--- config.mk ---
export PLATFORM = sky130hd
export DESIGN_NAME = instr_decode_core
export DESIGN_NICKNAME = d
export VERILOG_FILES = /design/src/shared/core_decode_pkg.sv /design/src/hw/const_alu.sv /design/src/hw/instr_decode_core.sv /design/src/hw/op_classify.sv
export VERILOG_INCLUDE_DIRS = /design/src /design/src/shared
export SDC_FILE = /design/constraint.sdc
export NUM_CORES = 1
export LEC_CHECK = 0
export BUFFER_PORTS_ARGS = -buffer_cell sky130_fd_sc_hd__buf_2
export CAP_MARGIN = 10
export CORE_MARGIN = 5
export CORE_UTILIZATION = 45
export CTS_CLUSTER_SIZE = 40
export DETAILED_ROUTE_END_ITERATION = 8
export GPL_TIMING_DRIVEN = 0
export HOLD_SLACK_MARGIN = 0.03
export RECOVER_POWER = 50
export SYNTH_ARGS = -nofsm -noshare
export SYNTH_HDL_FRONTEND = slang
export SYNTH_HIERARCHICAL = 1
export SYNTH_SLANG_ARGS = --single-unit
--- constraint.sdc ---
create_clock -name clk -period 10.9 [get_ports clk]
set_input_delay 1.09 -clock clk [delete_from_list [all_inputs] [get_ports clk]]
set_output_delay 1.09 -clock clk [all_outputs]
set_load 0.005 [all_outputs]
--- src/shared/core_decode_params.svh ---
/*
 Numeric constants for the instruction decoder: opcode fields, encodings,
 reset values, addresses and pointer modes. Included by the design modules.
*/
`ifndef CORE_DECODE_PARAMS_SVH
`define CORE_DECODE_PARAMS_SVH
`define TOP_BIT_CLEAR 4'h9
`define TOP_BIT_SET 4'h8
`define TOP_BIT_TOGGLE 4'h7
`define TOP_SKIP_CLEAR 4'hb
`define TOP_SKIP_SET 4'ha
`define TOP_REL 4'hd
`define TOP_COND 4'he
`define TOP_SECOND 4'hf
`define TOP_ZERO 4'h0
`define COND_ABS_JUMP 4'hf
`define COND_PTR_LOAD 4'he
`define CALL_HI 3'h6
`define LIT_ADD 4'hf
`define LIT_SUB 4'h8
`define LIT_AND 4'hb
`define LIT_OR 4'h9
`define LIT_XOR 4'ha
`define LIT_LOAD 4'he
`define LIT_MUL 4'hd
`define LIT_RET 4'hc
`define LIT_BANK 4'h1
`define LIT_MISC 4'h0
`define MISC_SLEEP 8'h03
`define MISC_PUSH 8'h05
`define MISC_POP 8'h06
`define MISC_IRET_HI 7'h08
`define MISC_TABLE_HI 5'h01
`define BANK_HI 4'h0
`define W_RESET 8'h00
`define BANK_RESET 4'h0
`define STATUS_RESET 5'h00
`define TBL_RESET 21'h000000
`define PC_RESET 21'h000000
`define TIMER0_COUNT_ADDR 8'hd6
`define PORT_ADDR_LO 8'h80
`define PORT_ADDR_HI 8'h84
`define MODE_NONE 2'h0
`define MODE_POST_INC 2'h1
`define MODE_POST_DEC 2'h2
`define MODE_PRE_INC 2'h3
`endif

--- src/shared/core_decode_pkg.sv ---
/*
 Types shared by the decoder modules: operation classes, sequencer states and
 the flag bundle. Assumes the params header lies on the include path.
*/
package core_decode_pkg;
  typedef enum logic [4:0] {
    op_nop = 5'h00, op_bit_clear = 5'h01, op_bit_set = 5'h02, op_bit_toggle = 5'h03,
    op_skip_clear = 5'h04, op_skip_set = 5'h05, op_cond_branch = 5'h06, op_rel_jump = 5'h07,
    op_rel_call = 5'h08, op_abs_jump = 5'h09, op_abs_call = 5'h0a, op_irq_return = 5'h0b,
    op_const_return = 5'h0c, op_push = 5'h0d, op_pop = 5'h0e, op_sleep = 5'h0f,
    op_const_add = 5'h10, op_const_sub = 5'h11, op_const_and = 5'h12, op_const_or = 5'h13,
    op_const_xor = 5'h14, op_const_load = 5'h15, op_const_mul = 5'h16, op_bank_load = 5'h17,
    op_ptr_load = 5'h18, op_table_read = 5'h19, op_table_write = 5'h1a
  } op_class_t;
  typedef enum logic [1:0] {
    st_exec = 2'b00,
    st_flush = 2'b01,
    st_second = 2'b10,
    st_skip2 = 2'b11
  } seq_state_t;
  typedef struct packed {
    logic negative;
    logic overflow;
    logic zero;
    logic digit_carry;
    logic carry;
  } alu_flags_t;
endpackage

--- src/hw/const_alu.sv ---
/*
 Combinational literal arithmetic on the working register: add, subtract
 from literal, logic ops and multiply, with the flag results.
*/
`timescale 1ns/1ps
`include "core_decode_params.svh"
module const_alu
(
  input core_decode_pkg::op_class_t op,
  input wire logic [7:0] w,
  input wire logic [7:0] k,
  output logic [7:0] result,
  output logic [15:0] product,
  output core_decode_pkg::alu_flags_t flags
);
  import core_decode_pkg::*;
  logic [8:0] sum;
  logic [4:0] half;
  logic [7:0] b;
  logic [7:0] a;
  always_comb
  begin
    // Subtract is k + ~w + 1, carry means no borrow
    a = k;
    b = (op == op_const_sub) ? ~w : w;
    sum = {1'b0, a} + {1'b0, b} + {8'h00, op == op_const_sub};
    half = {1'b0, a[3:0]} + {1'b0, b[3:0]} + {4'h0, op == op_const_sub};
    flags = '0;
    result = w;
    unique case (op)
      op_const_add, op_const_sub:
      begin
        result = sum[7:0];
        flags.carry = sum[8];
        flags.digit_carry = half[4];
        flags.overflow = (a[7] == b[7]) && (sum[7] != a[7]);
      end
      op_const_and: result = w & k;
      op_const_or: result = w | k;
      op_const_xor: result = w ^ k;
      op_const_load: result = k;
      default: result = w;
    endcase
    flags.zero = (result == 8'h00);
    flags.negative = result[7];
  end
  assign product = w * k;
endmodule

--- src/hw/instr_decode_core.sv ---
/*
 Instruction decoder and executor for the control, bit and literal groups of
 an 8-bit core. One instruction cycle per clk. Program memory returns the word
 at fetch_addr in the same cycle. The file-register path performs the actual
 register read and write; this block hands it address and new value.
*/
`timescale 1ns/1ps
`include "core_decode_params.svh"
// Summary of operation
// - Bit clear/set/toggle from top nibbles 1001/1000/0111; ports read pin levels.
// - Bit test skips next word when bit clear (1011) or set (1010); flags untouched.
// - Taken control transfer or true test costs two cycles; skipping two words, three.
// - Conditional branch 1110 0ccc with eight flag codes and 8-bit signed offset.
// - Absolute jump and call are two-word, two-cycle; call s bit saves context.
// - A lone second word executes as no-operation.
// - Interrupt return pops stack, re-enables both interrupt enables, two cycles.
// - Return with constant loads working register, pops stack, two cycles.
// - Push and pop of stack top take one cycle, no flag change.
// - Sleep enters standby in one cycle and updates timeout and powerdown flags.
// - Constant add and subtract write working register, update all five flags.
// - Constant and/or/xor take one cycle, update only zero and negative.
// - Constant load and multiply take one cycle, change no flags.
// - Bank load puts 4-bit constant into bank select bits 3..0.
// - Pointer load is two words: pointer select and top bits, then low byte.
// - Table read 0000 0000 0000 10mm, two cycles, four pointer modes.
// - Table write 0000 0000 0000 11mm, two cycles, four pointer modes.
// - A started program-memory write runs on until it terminates.
// - Bit modify on timer0 count clears an assigned prescaler.
module instr_decode_core
#(
  parameter int PC_W = 21,
  parameter int STACK_DEPTH = 31
)
(
  input wire logic clk,
  input wire logic reset,
  output logic [PC_W-1:0] fetch_addr,
  input wire logic [15:0] fetch_word,
  output logic [7:0] file_addr,
  output logic file_access_bank,
  input wire logic [7:0] file_rdata,
  input wire logic [7:0] pin_levels,
  output logic file_we,
  output logic [7:0] file_wdata,
  input wire logic prescaler_assigned,
  output logic prescaler_clear,
  output logic [7:0] working_register,
  output logic [3:0] bank_select_register,
  output core_decode_pkg::alu_flags_t status_flags,
  output logic [1:0] ptr_sel,
  output logic [11:0] ptr_value,
  output logic ptr_we,
  output logic [PC_W-1:0] table_ptr,
  output logic table_rd,
  output logic table_wr,
  input wire logic mem_write_busy,
  output logic [PC_W-1:0] stack_top,
  output logic context_save,
  output logic context_restore,
  output logic global_high_irq_enable,
  output logic peripheral_low_irq_enable,
  output logic [15:0] product,
  output logic standby,
  output logic timeout_flag,
  output logic powerdown_flag
);
  import core_decode_pkg::*;
  localparam int SP_W = $clog2(STACK_DEPTH + 1);
  op_class_t op;
  logic two_word;
  logic [7:0] alu_res;
  alu_flags_t alu_fl;
  logic [15:0] prod_w;
  seq_state_t st_q, st_d;
  logic [PC_W-1:0] pc_q, pc_d, tbl_q, tbl_d;
  logic [15:0] first_q, first_d;
  logic [7:0] w_q, w_d;
  logic [3:0] bank_q, bank_d;
  alu_flags_t fl_q, fl_d;
  logic [PC_W-1:0] stack_q [STACK_DEPTH];
  logic [SP_W-1:0] sp_q, sp_d;
  logic push_en, pop_en;
  logic [PC_W-1:0] push_val;
  logic gie_q, gie_d, pie_q, pie_d, sleep_q, sleep_d, to_q, to_d, pd_q, pd_d;
  logic [15:0] prod_q, prod_d;
  logic [7:0] src, modified;
  logic cond_true;
  logic [PC_W-1:0] pc_next;

  op_classify u_classify
  (
    .word(fetch_word),
    .op(op),
    .two_word(two_word)
  );
  const_alu u_alu
  (
    .op(op),
    .w(w_q),
    .k(fetch_word[7:0]),
    .result(alu_res),
    .product(prod_w),
    .flags(alu_fl)
  );

  function automatic logic is_port(input logic [7:0] a, input logic acc);
    is_port = !acc ? 1'b0 : (a >= `PORT_ADDR_LO && a <= `PORT_ADDR_HI);
  endfunction

  function automatic logic [PC_W-1:0] ptr_step(input logic [PC_W-1:0] p, input logic [1:0] m);
    ptr_step = (m == `MODE_POST_DEC) ? p - 1'b1 : (m == `MODE_NONE) ? p : p + 1'b1;
  endfunction

  assign pc_next = pc_q + 1'b1;
  assign fetch_addr = pc_q;
  assign file_addr = fetch_word[7:0];
  assign file_access_bank = fetch_word[8];

  always_comb
  begin
    unique case (fetch_word[10:8])
      3'h0: cond_true = fl_q.zero;
      3'h1: cond_true = !fl_q.zero;
      3'h2: cond_true = fl_q.carry;
      3'h3: cond_true = !fl_q.carry;
      3'h4: cond_true = fl_q.overflow;
      3'h5: cond_true = !fl_q.overflow;
      3'h6: cond_true = fl_q.negative;
      3'h7: cond_true = !fl_q.negative;
    endcase
  end

  always_comb
  begin
    src = is_port(fetch_word[7:0], fetch_word[8]) ? pin_levels : file_rdata;
    modified = src;
    unique case (op)
      op_bit_clear: modified[fetch_word[11:9]] = 1'b0;
      op_bit_set: modified[fetch_word[11:9]] = 1'b1;
      op_bit_toggle: modified[fetch_word[11:9]] = ~src[fetch_word[11:9]];
      default: modified = src;
    endcase
  end

  always_comb
  begin
    st_d = st_exec;
    pc_d = pc_next;
    tbl_d = tbl_q;
    first_d = first_q;
    w_d = w_q;
    bank_d = bank_q;
    fl_d = fl_q;
    sp_d = sp_q;
    push_en = 1'b0;
    pop_en = 1'b0;
    push_val = pc_next;
    gie_d = gie_q;
    pie_d = pie_q;
    sleep_d = sleep_q;
    to_d = to_q;
    pd_d = pd_q;
    prod_d = prod_q;
    file_we = 1'b0;
    file_wdata = modified;
    prescaler_clear = 1'b0;
    ptr_we = 1'b0;
    ptr_sel = first_q[5:4];
    ptr_value = {first_q[3:0], fetch_word[7:0]};
    table_rd = 1'b0;
    table_wr = 1'b0;
    context_save = 1'b0;
    context_restore = 1'b0;
    unique case (st_q)
      st_flush: pc_d = pc_q;
      st_skip2:
      begin
        pc_d = two_word ? PC_W'(pc_q + 2'd2) : pc_next;
        st_d = two_word ? st_flush : st_exec;
      end
      st_second:
      begin
        unique case (first_q[15:12] == `TOP_COND ? first_q[11:8] : 4'h0)
          `COND_ABS_JUMP: pc_d = PC_W'({fetch_word[11:0], first_q[7:0], 1'b0});
          `COND_PTR_LOAD: ptr_we = 1'b1;
          default:
          begin
            push_en = 1'b1;
            push_val = pc_next;
            context_save = first_q[8];
            pc_d = PC_W'({fetch_word[11:0], first_q[7:0], 1'b0});
          end
        endcase
        st_d = st_exec;
      end
      st_exec:
      begin
        if (sleep_q)
          pc_d = pc_q;
        else
        begin
          unique case (op)
            op_bit_clear, op_bit_set, op_bit_toggle:
            begin
              file_we = 1'b1;
              prescaler_clear = prescaler_assigned && fetch_word[7:0] == `TIMER0_COUNT_ADDR && fetch_word[8];
            end
            op_skip_clear, op_skip_set:
              if (src[fetch_word[11:9]] == (op == op_skip_set))
                st_d = st_skip2;
            op_cond_branch:
              if (cond_true)
              begin
                pc_d = PC_W'(pc_next + PC_W'({{(PC_W-9){fetch_word[7]}}, fetch_word[7:0], 1'b0}));
                st_d = st_flush;
              end
            op_rel_jump, op_rel_call:
            begin
              pc_d = PC_W'(pc_next + PC_W'({{(PC_W-12){fetch_word[10]}}, fetch_word[10:0], 1'b0}));
              push_en = (op == op_rel_call);
              st_d = st_flush;
            end
            op_abs_jump, op_abs_call, op_ptr_load:
            begin
              first_d = fetch_word;
              st_d = st_second;
            end
            op_irq_return, op_const_return:
            begin
              pop_en = 1'b1;
              pc_d = stack_top;
              st_d = st_flush;
              if (op == op_irq_return)
              begin
                gie_d = 1'b1;
                pie_d = 1'b1;
                context_restore = fetch_word[0];
              end
              else
                w_d = fetch_word[7:0];
            end
            op_push: push_en = 1'b1;
            op_pop: pop_en = 1'b1;
            op_sleep:
            begin
              sleep_d = 1'b1;
              to_d = 1'b1;
              pd_d = 1'b0;
            end
            op_const_add, op_const_sub:
            begin
              w_d = alu_res;
              fl_d = alu_fl;
            end
            op_const_and, op_const_or, op_const_xor:
            begin
              w_d = alu_res;
              fl_d.zero = alu_fl.zero;
              fl_d.negative = alu_fl.negative;
            end
            op_const_load: w_d = alu_res;
            op_const_mul: prod_d = prod_w;
            op_bank_load: bank_d = fetch_word[3:0];
            op_table_read, op_table_write:
            begin
              // A write still in progress holds the pointer so it runs on
              if (!(op == op_table_write && mem_write_busy))
              begin
                table_rd = (op == op_table_read);
                table_wr = (op == op_table_write);
                tbl_d = ptr_step(tbl_q, fetch_word[1:0]);
                st_d = st_flush;
              end
              else
                pc_d = pc_q;
            end
            default: pc_d = pc_next;
          endcase
        end
      end
    endcase
    if (push_en && sp_q < SP_W'(STACK_DEPTH))
      sp_d = sp_q + 1'b1;
    else if (pop_en && sp_q != '0)
      sp_d = sp_q - 1'b1;
  end

  always_ff @(posedge clk)
  begin
    if (reset)
    begin
      st_q <= st_exec;
      pc_q <= `PC_RESET;
      tbl_q <= `TBL_RESET;
      first_q <= 16'h0000;
      w_q <= `W_RESET;
      bank_q <= `BANK_RESET;
      fl_q <= `STATUS_RESET;
      sp_q <= '0;
      gie_q <= 1'b0;
      pie_q <= 1'b0;
      sleep_q <= 1'b0;
      to_q <= 1'b1;
      pd_q <= 1'b1;
      prod_q <= 16'h0000;
    end
    else
    begin
      st_q <= st_d;
      pc_q <= pc_d;
      tbl_q <= tbl_d;
      first_q <= first_d;
      w_q <= w_d;
      bank_q <= bank_d;
      fl_q <= fl_d;
      sp_q <= sp_d;
      gie_q <= gie_d;
      pie_q <= pie_d;
      sleep_q <= sleep_d;
      to_q <= to_d;
      pd_q <= pd_d;
      prod_q <= prod_d;
    end
  end

  // Stack array needs no reset; pointer alone defines contents
  always_ff @(posedge clk)
  begin
    if (!reset && push_en && sp_q < SP_W'(STACK_DEPTH))
      stack_q[sp_q] <= push_val;
  end

  assign stack_top = (sp_q == '0) ? '0 : stack_q[sp_q - 1'b1];
  assign table_ptr = (fetch_word[1:0] == `MODE_PRE_INC) ? tbl_q + 1'b1 : tbl_q;
  assign working_register = w_q;
  assign bank_select_register = bank_q;
  assign status_flags = fl_q;
  assign global_high_irq_enable = gie_q;
  assign peripheral_low_irq_enable = pie_q;
  assign product = prod_q;
  assign standby = sleep_q;
  assign timeout_flag = to_q;
  assign powerdown_flag = pd_q;
endmodule

--- src/hw/op_classify.sv ---
/*
 Combinational classifier: maps a 16-bit instruction word to an operation
 class and reports whether the word opens a two-word instruction.
*/
`timescale 1ns/1ps
`include "core_decode_params.svh"
module op_classify
(
  input wire logic [15:0] word,
  output core_decode_pkg::op_class_t op,
  output logic two_word
);
  import core_decode_pkg::*;
  logic [3:0] top;
  logic [3:0] sub;
  assign top = word[15:12];
  assign sub = word[11:8];
  always_comb
  begin
    op = op_nop;
    unique case (top)
      `TOP_BIT_CLEAR: op = op_bit_clear;
      `TOP_BIT_SET: op = op_bit_set;
      `TOP_BIT_TOGGLE: op = op_bit_toggle;
      `TOP_SKIP_CLEAR: op = op_skip_clear;
      `TOP_SKIP_SET: op = op_skip_set;
      `TOP_REL: op = word[11] ? op_rel_call : op_rel_jump;
      `TOP_COND:
      begin
        if (sub[3] == 1'b0)
          op = op_cond_branch;
        else if (sub == `COND_ABS_JUMP)
          op = op_abs_jump;
        else if (sub == `COND_PTR_LOAD && word[7:6] == 2'h0)
          op = op_ptr_load;
        else if (sub[3:1] == `CALL_HI)
          op = op_abs_call;
      end
      `TOP_ZERO:
      begin
        unique case (sub)
          `LIT_ADD: op = op_const_add;
          `LIT_SUB: op = op_const_sub;
          `LIT_AND: op = op_const_and;
          `LIT_OR: op = op_const_or;
          `LIT_XOR: op = op_const_xor;
          `LIT_LOAD: op = op_const_load;
          `LIT_MUL: op = op_const_mul;
          `LIT_RET: op = op_const_return;
          `LIT_BANK: op = (word[7:4] == `BANK_HI) ? op_bank_load : op_nop;
          `LIT_MISC:
          begin
            if (word[7:0] == `MISC_SLEEP)
              op = op_sleep;
            else if (word[7:0] == `MISC_PUSH)
              op = op_push;
            else if (word[7:0] == `MISC_POP)
              op = op_pop;
            else if (word[7:1] == `MISC_IRET_HI)
              op = op_irq_return;
            else if (word[7:3] == `MISC_TABLE_HI)
              op = word[2] ? op_table_write : op_table_read;
          end
          default: op = op_nop;
        endcase
      end
      default: op = op_nop;
    endcase
  end
  assign two_word = (op == op_abs_jump) || (op == op_abs_call) || (op == op_ptr_load);
endmodule

# Yosys cells after proc, flatten, opt, wreduce, memory -nomap -nowiden
# Memories as Yosys holds them, arrays and structs flattened.
# Cells that the tools add are included.
dict set report op_classes {
  n_reduce_logical 52
  n_eq_ne 71
  bitwise 11
  multipliers 1
  add_sub_neg 12
  muxes 81
  n_lt_le_gt_ge 5
}
# op count
set op_table {}
lappend op_table {{$mux 21} 9}
lappend op_table {{$pmux 21 s4} 1}
lappend op_table {{$eq 4x4->1 const B} 17}
lappend op_table {{$pmux 21 s3} 1}
lappend op_table {{$eq 5x5->1 const B} 11}
lappend op_table {{$mux 5} 11}
lappend op_table {{$pmux 5 s10} 1}
lappend op_table {{$add 21x1->21 const B} 2}
lappend op_table {{$add 21x21->21} 2}
lappend op_table {{$eq 5x4->1 const B} 8}
lappend op_table {{$pmux 5 s8} 1}
lappend op_table {{$pmux 8 s5} 1}
lappend op_table {{$mux 1} 37}
lappend op_table {{$mux 8} 3}
lappend op_table {{$pmux 8 s3} 1}
lappend op_table {{$add 21x2->21 const B} 1}
lappend op_table {{$reduce_and 3->1} 7}
lappend op_table {{$sub 21x1->21 const B} 1}
lappend op_table {{$eq 5x3->1 const B} 4}
lappend op_table {{$and 8x8->8} 2}
lappend op_table {{$eq 8x3->1 const B} 2}
lappend op_table {{$mul 8x8->16} 1}
lappend op_table {{$not 8->8} 2}
lappend op_table {{$or 8x8->8} 2}
lappend op_table {{56 further kinds} 105}
dict set report totals {
  elab_cells 250
  ram_bits 651
  memories 1
  ff_bits 101
  out_inout_bits 139
  inputBits 36
}
# name words width read_ports rd_clocked_by_memory_dff write_ports line
set memory_table {}
lappend memory_table {stack_q 31 21 1 0 1 instr_decode_core.sv:80} ;# logic [PC_W-1:0] stack_q [STACK_DEPTH];

# Logic depth before layout (Yosys ltp)
dict set report depth {
  word_depth 17
  mapped_depth 20
  depth_no_buf 20
}

# Hierarchy
# The synthesis kept the hierarchy.
# module n_inst cells_each seq_area_each_um2 area_each_um2
set by_module_without_submodules {}
lappend by_module_without_submodules {instr_decode_core 1 2313 21570.7 34120.2}
lappend by_module_without_submodules {const_alu 1 406 0.0 3099.2}
lappend by_module_without_submodules {op_classify 1 90 0.0 600.6}

# Worst setup path after synthesis
# Ideal clock, no wire load.
dict set report synth_timing {
  path_type {input -> register}
  startpoint {input fetch_word[12]}
  endpoint {memory stack_q[16][0] (enable)}
  setup_slack_ns 4.642
  required_ns 10.447
  t_arrival_ns 5.806
  n_path_buf 2
  cell_stages 11
  setup_ns 0.453
  path_cell_list {buf_2 -> nand2b_4 -> a2111oi_0 -> a41o_1 -> a32o_1 -> clkbuf_1 -> nand4bb_1 -> nor4b_1 -> a21oi_1 -> nor3_1 -> nor4bb_1}
}
dict set report synth_via {
  elab_chain_cells 11
  word_cells_on_any_way 20
  cone_classes {eq/ne: 10; mux: 6; reduce/logical: 4}
}
# item line
set synth_lines {}
lappend synth_lines {{start, declared} instr_decode_core.sv:38} ;# input wire logic [15:0] fetch_word,
lappend synth_lines {{$eq 4x4->1 (tied with other cells)} op_classify.sv:21} ;# unique case (top)
lappend synth_lines {{$pmux 5 s8 *} op_classify.sv:21}
lappend synth_lines {{via op[3]} instr_decode_core.sv:69} ;# op_class_t op;
lappend synth_lines {{$eq 5x4->1 or $eq 5x3->1 (tied branches)} {instr_decode_core.sv:202, instr_decode_core.sv:220}}
lappend synth_lines {{$reduce_or 2->1} -}
lappend synth_lines {{$pmux 1 s2 *} instr_decode_core.sv:202} ;# unique case (op)
lappend synth_lines {{$mux 1 *} instr_decode_core.sv:198} ;# if (sleep_q)
lappend synth_lines {{$pmux 1 s2 *} instr_decode_core.sv:174} ;# unique case (st_q)
lappend synth_lines {{$logic_and 1x1->1 * (2 in a row)} instr_decode_core.sv:329} ;# if (!reset && push_en && sp_q < SP_W'(STACK_DEPTH))
lappend synth_lines {{$mux 1 *} instr_decode_core.sv:329}
lappend synth_lines {{$mux 1 (not written as such) *} instr_decode_core.sv:330} ;# stack_q[sp_q] <= push_val;
lappend synth_lines {{end, declared} instr_decode_core.sv:80}
# Mark *: on every way through the listed nets, which the timed path passes. The rest lies on a longest branch.

# Final worst setup path
dict set report layout_timing {
  startpoint {input fetch_word[7]}
  endpoint {output file_wdata[3]}
}
dict set report layout_via {
  elab_chain_cells 10
  word_cells_on_any_way 34
  cone_classes {order compare: 2; eq/ne: 8; mux: 17; bitwise: 3; reduce/logical: 4}
}
# item line
set layout_lines {}
lappend layout_lines {{$eq 5x1->1 (no source line)} -}
lappend layout_lines {{$mux 5} op_classify.sv:61} ;# else if (word[7:3] == `MISC_TABLE_HI)
lappend layout_lines {{$mux 5} op_classify.sv:59} ;# else if (word[7:1] == `MISC_IRET_HI)
lappend layout_lines {{$mux 5} op_classify.sv:57} ;# else if (word[7:0] == `MISC_POP)
lappend layout_lines {{$mux 5} op_classify.sv:55} ;# else if (word[7:0] == `MISC_PUSH)
lappend layout_lines {{$mux 5} op_classify.sv:53} ;# if (word[7:0] == `MISC_SLEEP)
lappend layout_lines {{$pmux 5 s10} op_classify.sv:41} ;# unique case (sub)
lappend layout_lines {{$pmux 5 s8 *} op_classify.sv:21}
lappend layout_lines {{via op[1]} instr_decode_core.sv:69}
lappend layout_lines {{$eq 5x2->1 or $eq 5x1->1 (tied branches)} instr_decode_core.sv:137} ;# unique case (op)
lappend layout_lines {{$pmux 8 s3 *} instr_decode_core.sv:137}
lappend layout_lines {{end, declared} instr_decode_core.sv:44} ;# output logic [7:0] file_wdata,
# Mark *: on every way through the listed nets, which the timed path passes. The rest lies on a longest branch. The select of a mux whose other input is x is not followed.

==> results.yml <==
drt:
  drt_first_pass_iters: 6
  detail_route.iter0.violations: 2851
  ant_nets: 0
  vias_per_cell: 6.09
  vias: 25800
  drcViolationCount: 0
  avgRoutedWirePerCell_um: 28.0
  wl_um: 119000
final_layout:
  drive_gt1_share_pct: 18.6
  area_growth_pct: 14.6
  final_nets: 3281
sta:
  finalCritPeriodShare_pct: 76.7
  relSlewSlack_pct: -100
  finalMaxSlewViolations: 166
  grt_setup_unrepaired: "false"
  fin_crit_ns: 8.36
  holdWs_ns: 0.453
  setup_violations: 0
  tns_ns: 0
  worst_pin_slew_ns: 2.99
  fmax_ghz: 0.120
  hold_violations: 0
  finalClockSkew_ns: 0.0329
power_and_ir_drop:
  power.share.switching_pct: 24.4
  intPower_mw: 4.87
  p_clk_share_pct: 41.2
  p_leak_nw: 15.1
  ir_drop_v: 0.000143
  power.density_nw_per_um2: 149
  combPwrFrac_pct: 9.4
  switchingPower_mw: 1.57
  power.share.sequential_pct: 49.4
floorplanning:
  io-pin-count: 175
  rows: 106
  die_y_um: 300
  initial_core_util_pct: 45.3
  core_um2: 83600
  die_w_um: 300
  dieArea_um2: 89900
hold_path:
  worst_hold_path_type: "flip-flop to flip-flop"
  hold_end: "product[15]"
  hold_depth: 2
  hp-start: "product[15]"
critical_path:
  worst-path-buf-inv: 4
  crit_arrival_ns: 7.27
  reg2regPathDepth: 14
  crit_slowest_cell: "o311ai_0"
  rr_endpoint: "fetch_addr[17]"
  crit_required_ns: 9.81
  cp_top_family: "compound AO/OA/AOI/OAI gates"
  critPathMostFrequentCell: "clkbuf_1"
  critPathKind: "input pin to output port"
  end_kind: "output port"
  rrSetupSlack_ns: 4.01
  crit_path_max_incr_delay_ns: 1.60
  r2r_start: "fetch_addr[0]"
  path_cells: "clkbuf_1 -> nor4_1 -> and2_0 -> a21oi_1 -> o311ai_0 -> clkbuf_1 -> clkbuf_1 -> o21ai_0 -> nor2_1 -> nand3_1 -> a311oi_1 -> a21oi_1 -> buf_2"
  cp_max_fo: 32
  startpoint_type: "input pin"
yosys:
  synth_cells: 2809
  synth-seq-cells: 752
  syn_area_um2: 37800
  yosysSeqAreaShare_pct: 57.0
  async_reset_ff_share_pct: 0
  syn_avg_cell_area_um2: 13.5
  synth_edf_count: 651
  ys.flop_type: "edfxtp_1"
  syn_nets: 2989
  synth_warnings: 6
  synth_cell_types: 98
cts:
  cts_buffers: 81
  cts_resized: 0
  clk-insertion-delay-late_ns: 0.66
  clk_pin_slew_ns: 0.06
  cts_setup_buffers: 0
  cts_sinks: 752
  cts_root_buf: "clkbuf_16"
  cts_max_level: 3
  cts_tree: "built"
  ctsLongestPathBuffers: 3
  hold_buffers: 0
global_route:
  grt_first_pass_wirelength_um: 173000
  grt_pass1_vias: 25900
  grt_max_degree: 38
  grt_overflow: 0
  antenna_found_initial: 3
  track_usage_pct: 25.9
status:
  violations: "max-capacitance violations, max-slew violations"
  run_status: "complete, but fails checks"
place:
  place.gp.congestion: 0.943
  place.detailed.hpwl_um: 84000
  portBuffers: 173
job:
  cap_violations: 7
[cells by family (layout without fill, tap and decap cells)]
logic type,after synthesis,count (layout),share of synthesized area (%)
compound gates,432,432,7.51
buf+inv,305,657,3.79
simple gates,772,772,9.65
fa+ha+maj,144,144,5.52
xor+xnor,125,125,2.93
flops,752,752,57.0
mux,278,278,13.5
other cells,1,3,0.00992
[worst reg2reg max path, cell delays in order (launching register included)]
cell and delay [ns]:
dfxtp_1 0.62, ha_1 0.31, nand3_1 0.38, nor3_1 0.39
xor2_1 2.23, ha_1 0.59, and4_1 0.27, nand2_1 0.09
o211ai_1 0.13, a2111oi_0 0.75, dlymetal6s2s_1 0.27, o211ai_1 0.10
a31oi_1 0.17, o21ai_0 0.21, a311oi_1 0.32
[Yosys cell counts, types with 8 or more instances]
master,n,share of area [%]
edfxtp_1,651,52
nor2_1,305,3.0
nand2_1,194,1.9
mux4_2,186,11
a21oi_1,138,1.8
inv_1,119,1.2
ha_1,106,3.5
dfxtp_1,101,5.3
mux2i_1,84,2.2
clkbuf_1,82,0.81
o21ai_0,77,1.0
xnor2_1,72,1.7
xor2_1,51,1.2
nand3_1,50,0.66
buf_2,48,0.64
fa_1,38,2.0
buf_4,37,0.73
a211oi_1,35,0.69
nor3_1,35,0.46
or3_1,23,0.38
nand4_1,22,0.36
nand2b_1,20,0.33
nor2b_1,20,0.33
nor4_1,19,0.31
and3_1,17,0.28
o22ai_1,16,0.26
a21o_1,15,0.30
o211ai_1,15,0.30
a22oi_1,12,0.24
buf_6,12,0.36
a311oi_1,11,0.25
o21a_1,11,0.22
o221ai_1,9,0.21
a2111oi_0,8,0.19
a31oi_1,8,0.13
or2_2,8,0.13
[metal layers]
metal / track usage (%) / vias to the layer above / share of wire (%)
met5: 0 / - / 0
met4: 10.3 / 0 / 4.8
met3: 3.68 / 264 / 6.7
met2: 43.8 / 1161 / 49
met1: 33.9 / 13200 / 40
li1: - / 11300 / -
[flip-flops by register name, indices dropped and copies added, names as in the netlist]
name	count
peripheral_low_irq_enable	1
powerdown_flag	1
status_flags	5
fetch_addr	21
sp_q	5
working_register	8
stack_q	651
tbl_q	21
product	16
bank_select_register	4
standby	1
first_q	16
st_q	2
[layout by cell type (no fill, tap or decap), types with 10 or more instances in the layout]
| cell | synthesis | final |
|---|---|---|
| ha_1 | 106 | 106 |
| or3_1 | 23 | 23 |
| nand3_1 | 50 | 50 |
| o21ai_0 | 77 | 77 |
| o22ai_1 | 16 | 16 |
| nor3_1 | 35 | 35 |
| o211ai_1 | 15 | 15 |
| nand2_1 | 194 | 194 |
| dfxtp_1 | 101 | 101 |
| fa_1 | 38 | 38 |
| a22oi_1 | 12 | 12 |
| mux4_2 | 186 | 186 |
| buf_4 | 37 | 22 |
| xor2_1 | 51 | 51 |
| and3_1 | 17 | 17 |
| buf_12 | 0 | 15 |
| buf_6 | 12 | 14 |
| xnor2_1 | 72 | 72 |
| nor2_4 | 0 | 30 |
| a311oi_1 | 11 | 11 |
| clkinv_1 | 2 | 14 |
| inv_1 | 119 | 119 |
| nand4_1 | 22 | 22 |
| clkbuf_1 | 82 | 188 |
| clkbuf_4 | 0 | 15 |
| nor2_1 | 305 | 275 |
| nor4_1 | 19 | 20 |
| o21a_1 | 11 | 11 |
| a21oi_1 | 138 | 138 |
| edfxtp_1 | 651 | 651 |
| a21o_1 | 15 | 15 |
| clkinv_2 | 0 | 10 |
| nand2b_1 | 20 | 20 |
| clkbuf_16 | 0 | 83 |
| mux2i_1 | 84 | 84 |
| buf_2 | 48 | 143 |
| a211oi_1 | 35 | 35 |
| nor2b_1 | 20 | 20 |
[power groups by stage]
| stage | clock, mW | sequential [mW] | combinational [mW] |
|---|---|---|---|
| floorplan | 0 | 3.23 | 0.379 |
| global placement | 0 | 3.24 | 0.582 |
| detailed placement | 0 | 3.24 | 0.604 |
| CTS | 2.70 | 3.18 | 0.607 |
| global route | 2.82 | 3.18 | 0.648 |
| finish | 2.66 | 3.18 | 0.605 |
[area by class of cell]
class,count,area (um^2)
Fill cell,7067,40200
Clock inverter,38,354
Tap cell,1080,1350
Clock buffer,105,2190
Buffer,184,972
Inverter,121,454
Multi-Input combinational cell,1752,15100
Timing Repair Buffer,209,1380
Sequential cell,752,21600
Antenna cell,2,5.00
[metrics by stage]
stage                     util [%]  total power [mW]  setup slack [ns]  cell area, um^2  cells
after CTS                     52.2              6.49              3.83            43600   4240
final                         51.9              6.44              2.54            43300   4243
after floorplan                  -              3.61              4.64            37800   2809
after global routing          51.9              6.65              2.35            43300   4241
after detailed placement      49.1              3.84              3.82            41000   4097
after global placement        47.9              3.82            -0.328            40000   4062
[worst max path at each step]
stage                   start             end  slack [ns]  depth (start not counted)
6_report        fetch_word[7]   file_wdata[3]        2.54                         13
5_1_grt         fetch_word[7]   file_wdata[3]        2.35                         13
4_1_cts               sp_q[0]    stack_top[5]        3.83                         16
3_5_place_dp    fetch_word[7]  stack_q[21][2]        3.82                         11
3_3_place_gp    fetch_word[7]  stack_q[16][2]       -0.33                         11
2_1_floorplan  fetch_word[12]  stack_q[16][0]        4.64                         11
(Power assumes the default switching activity.)
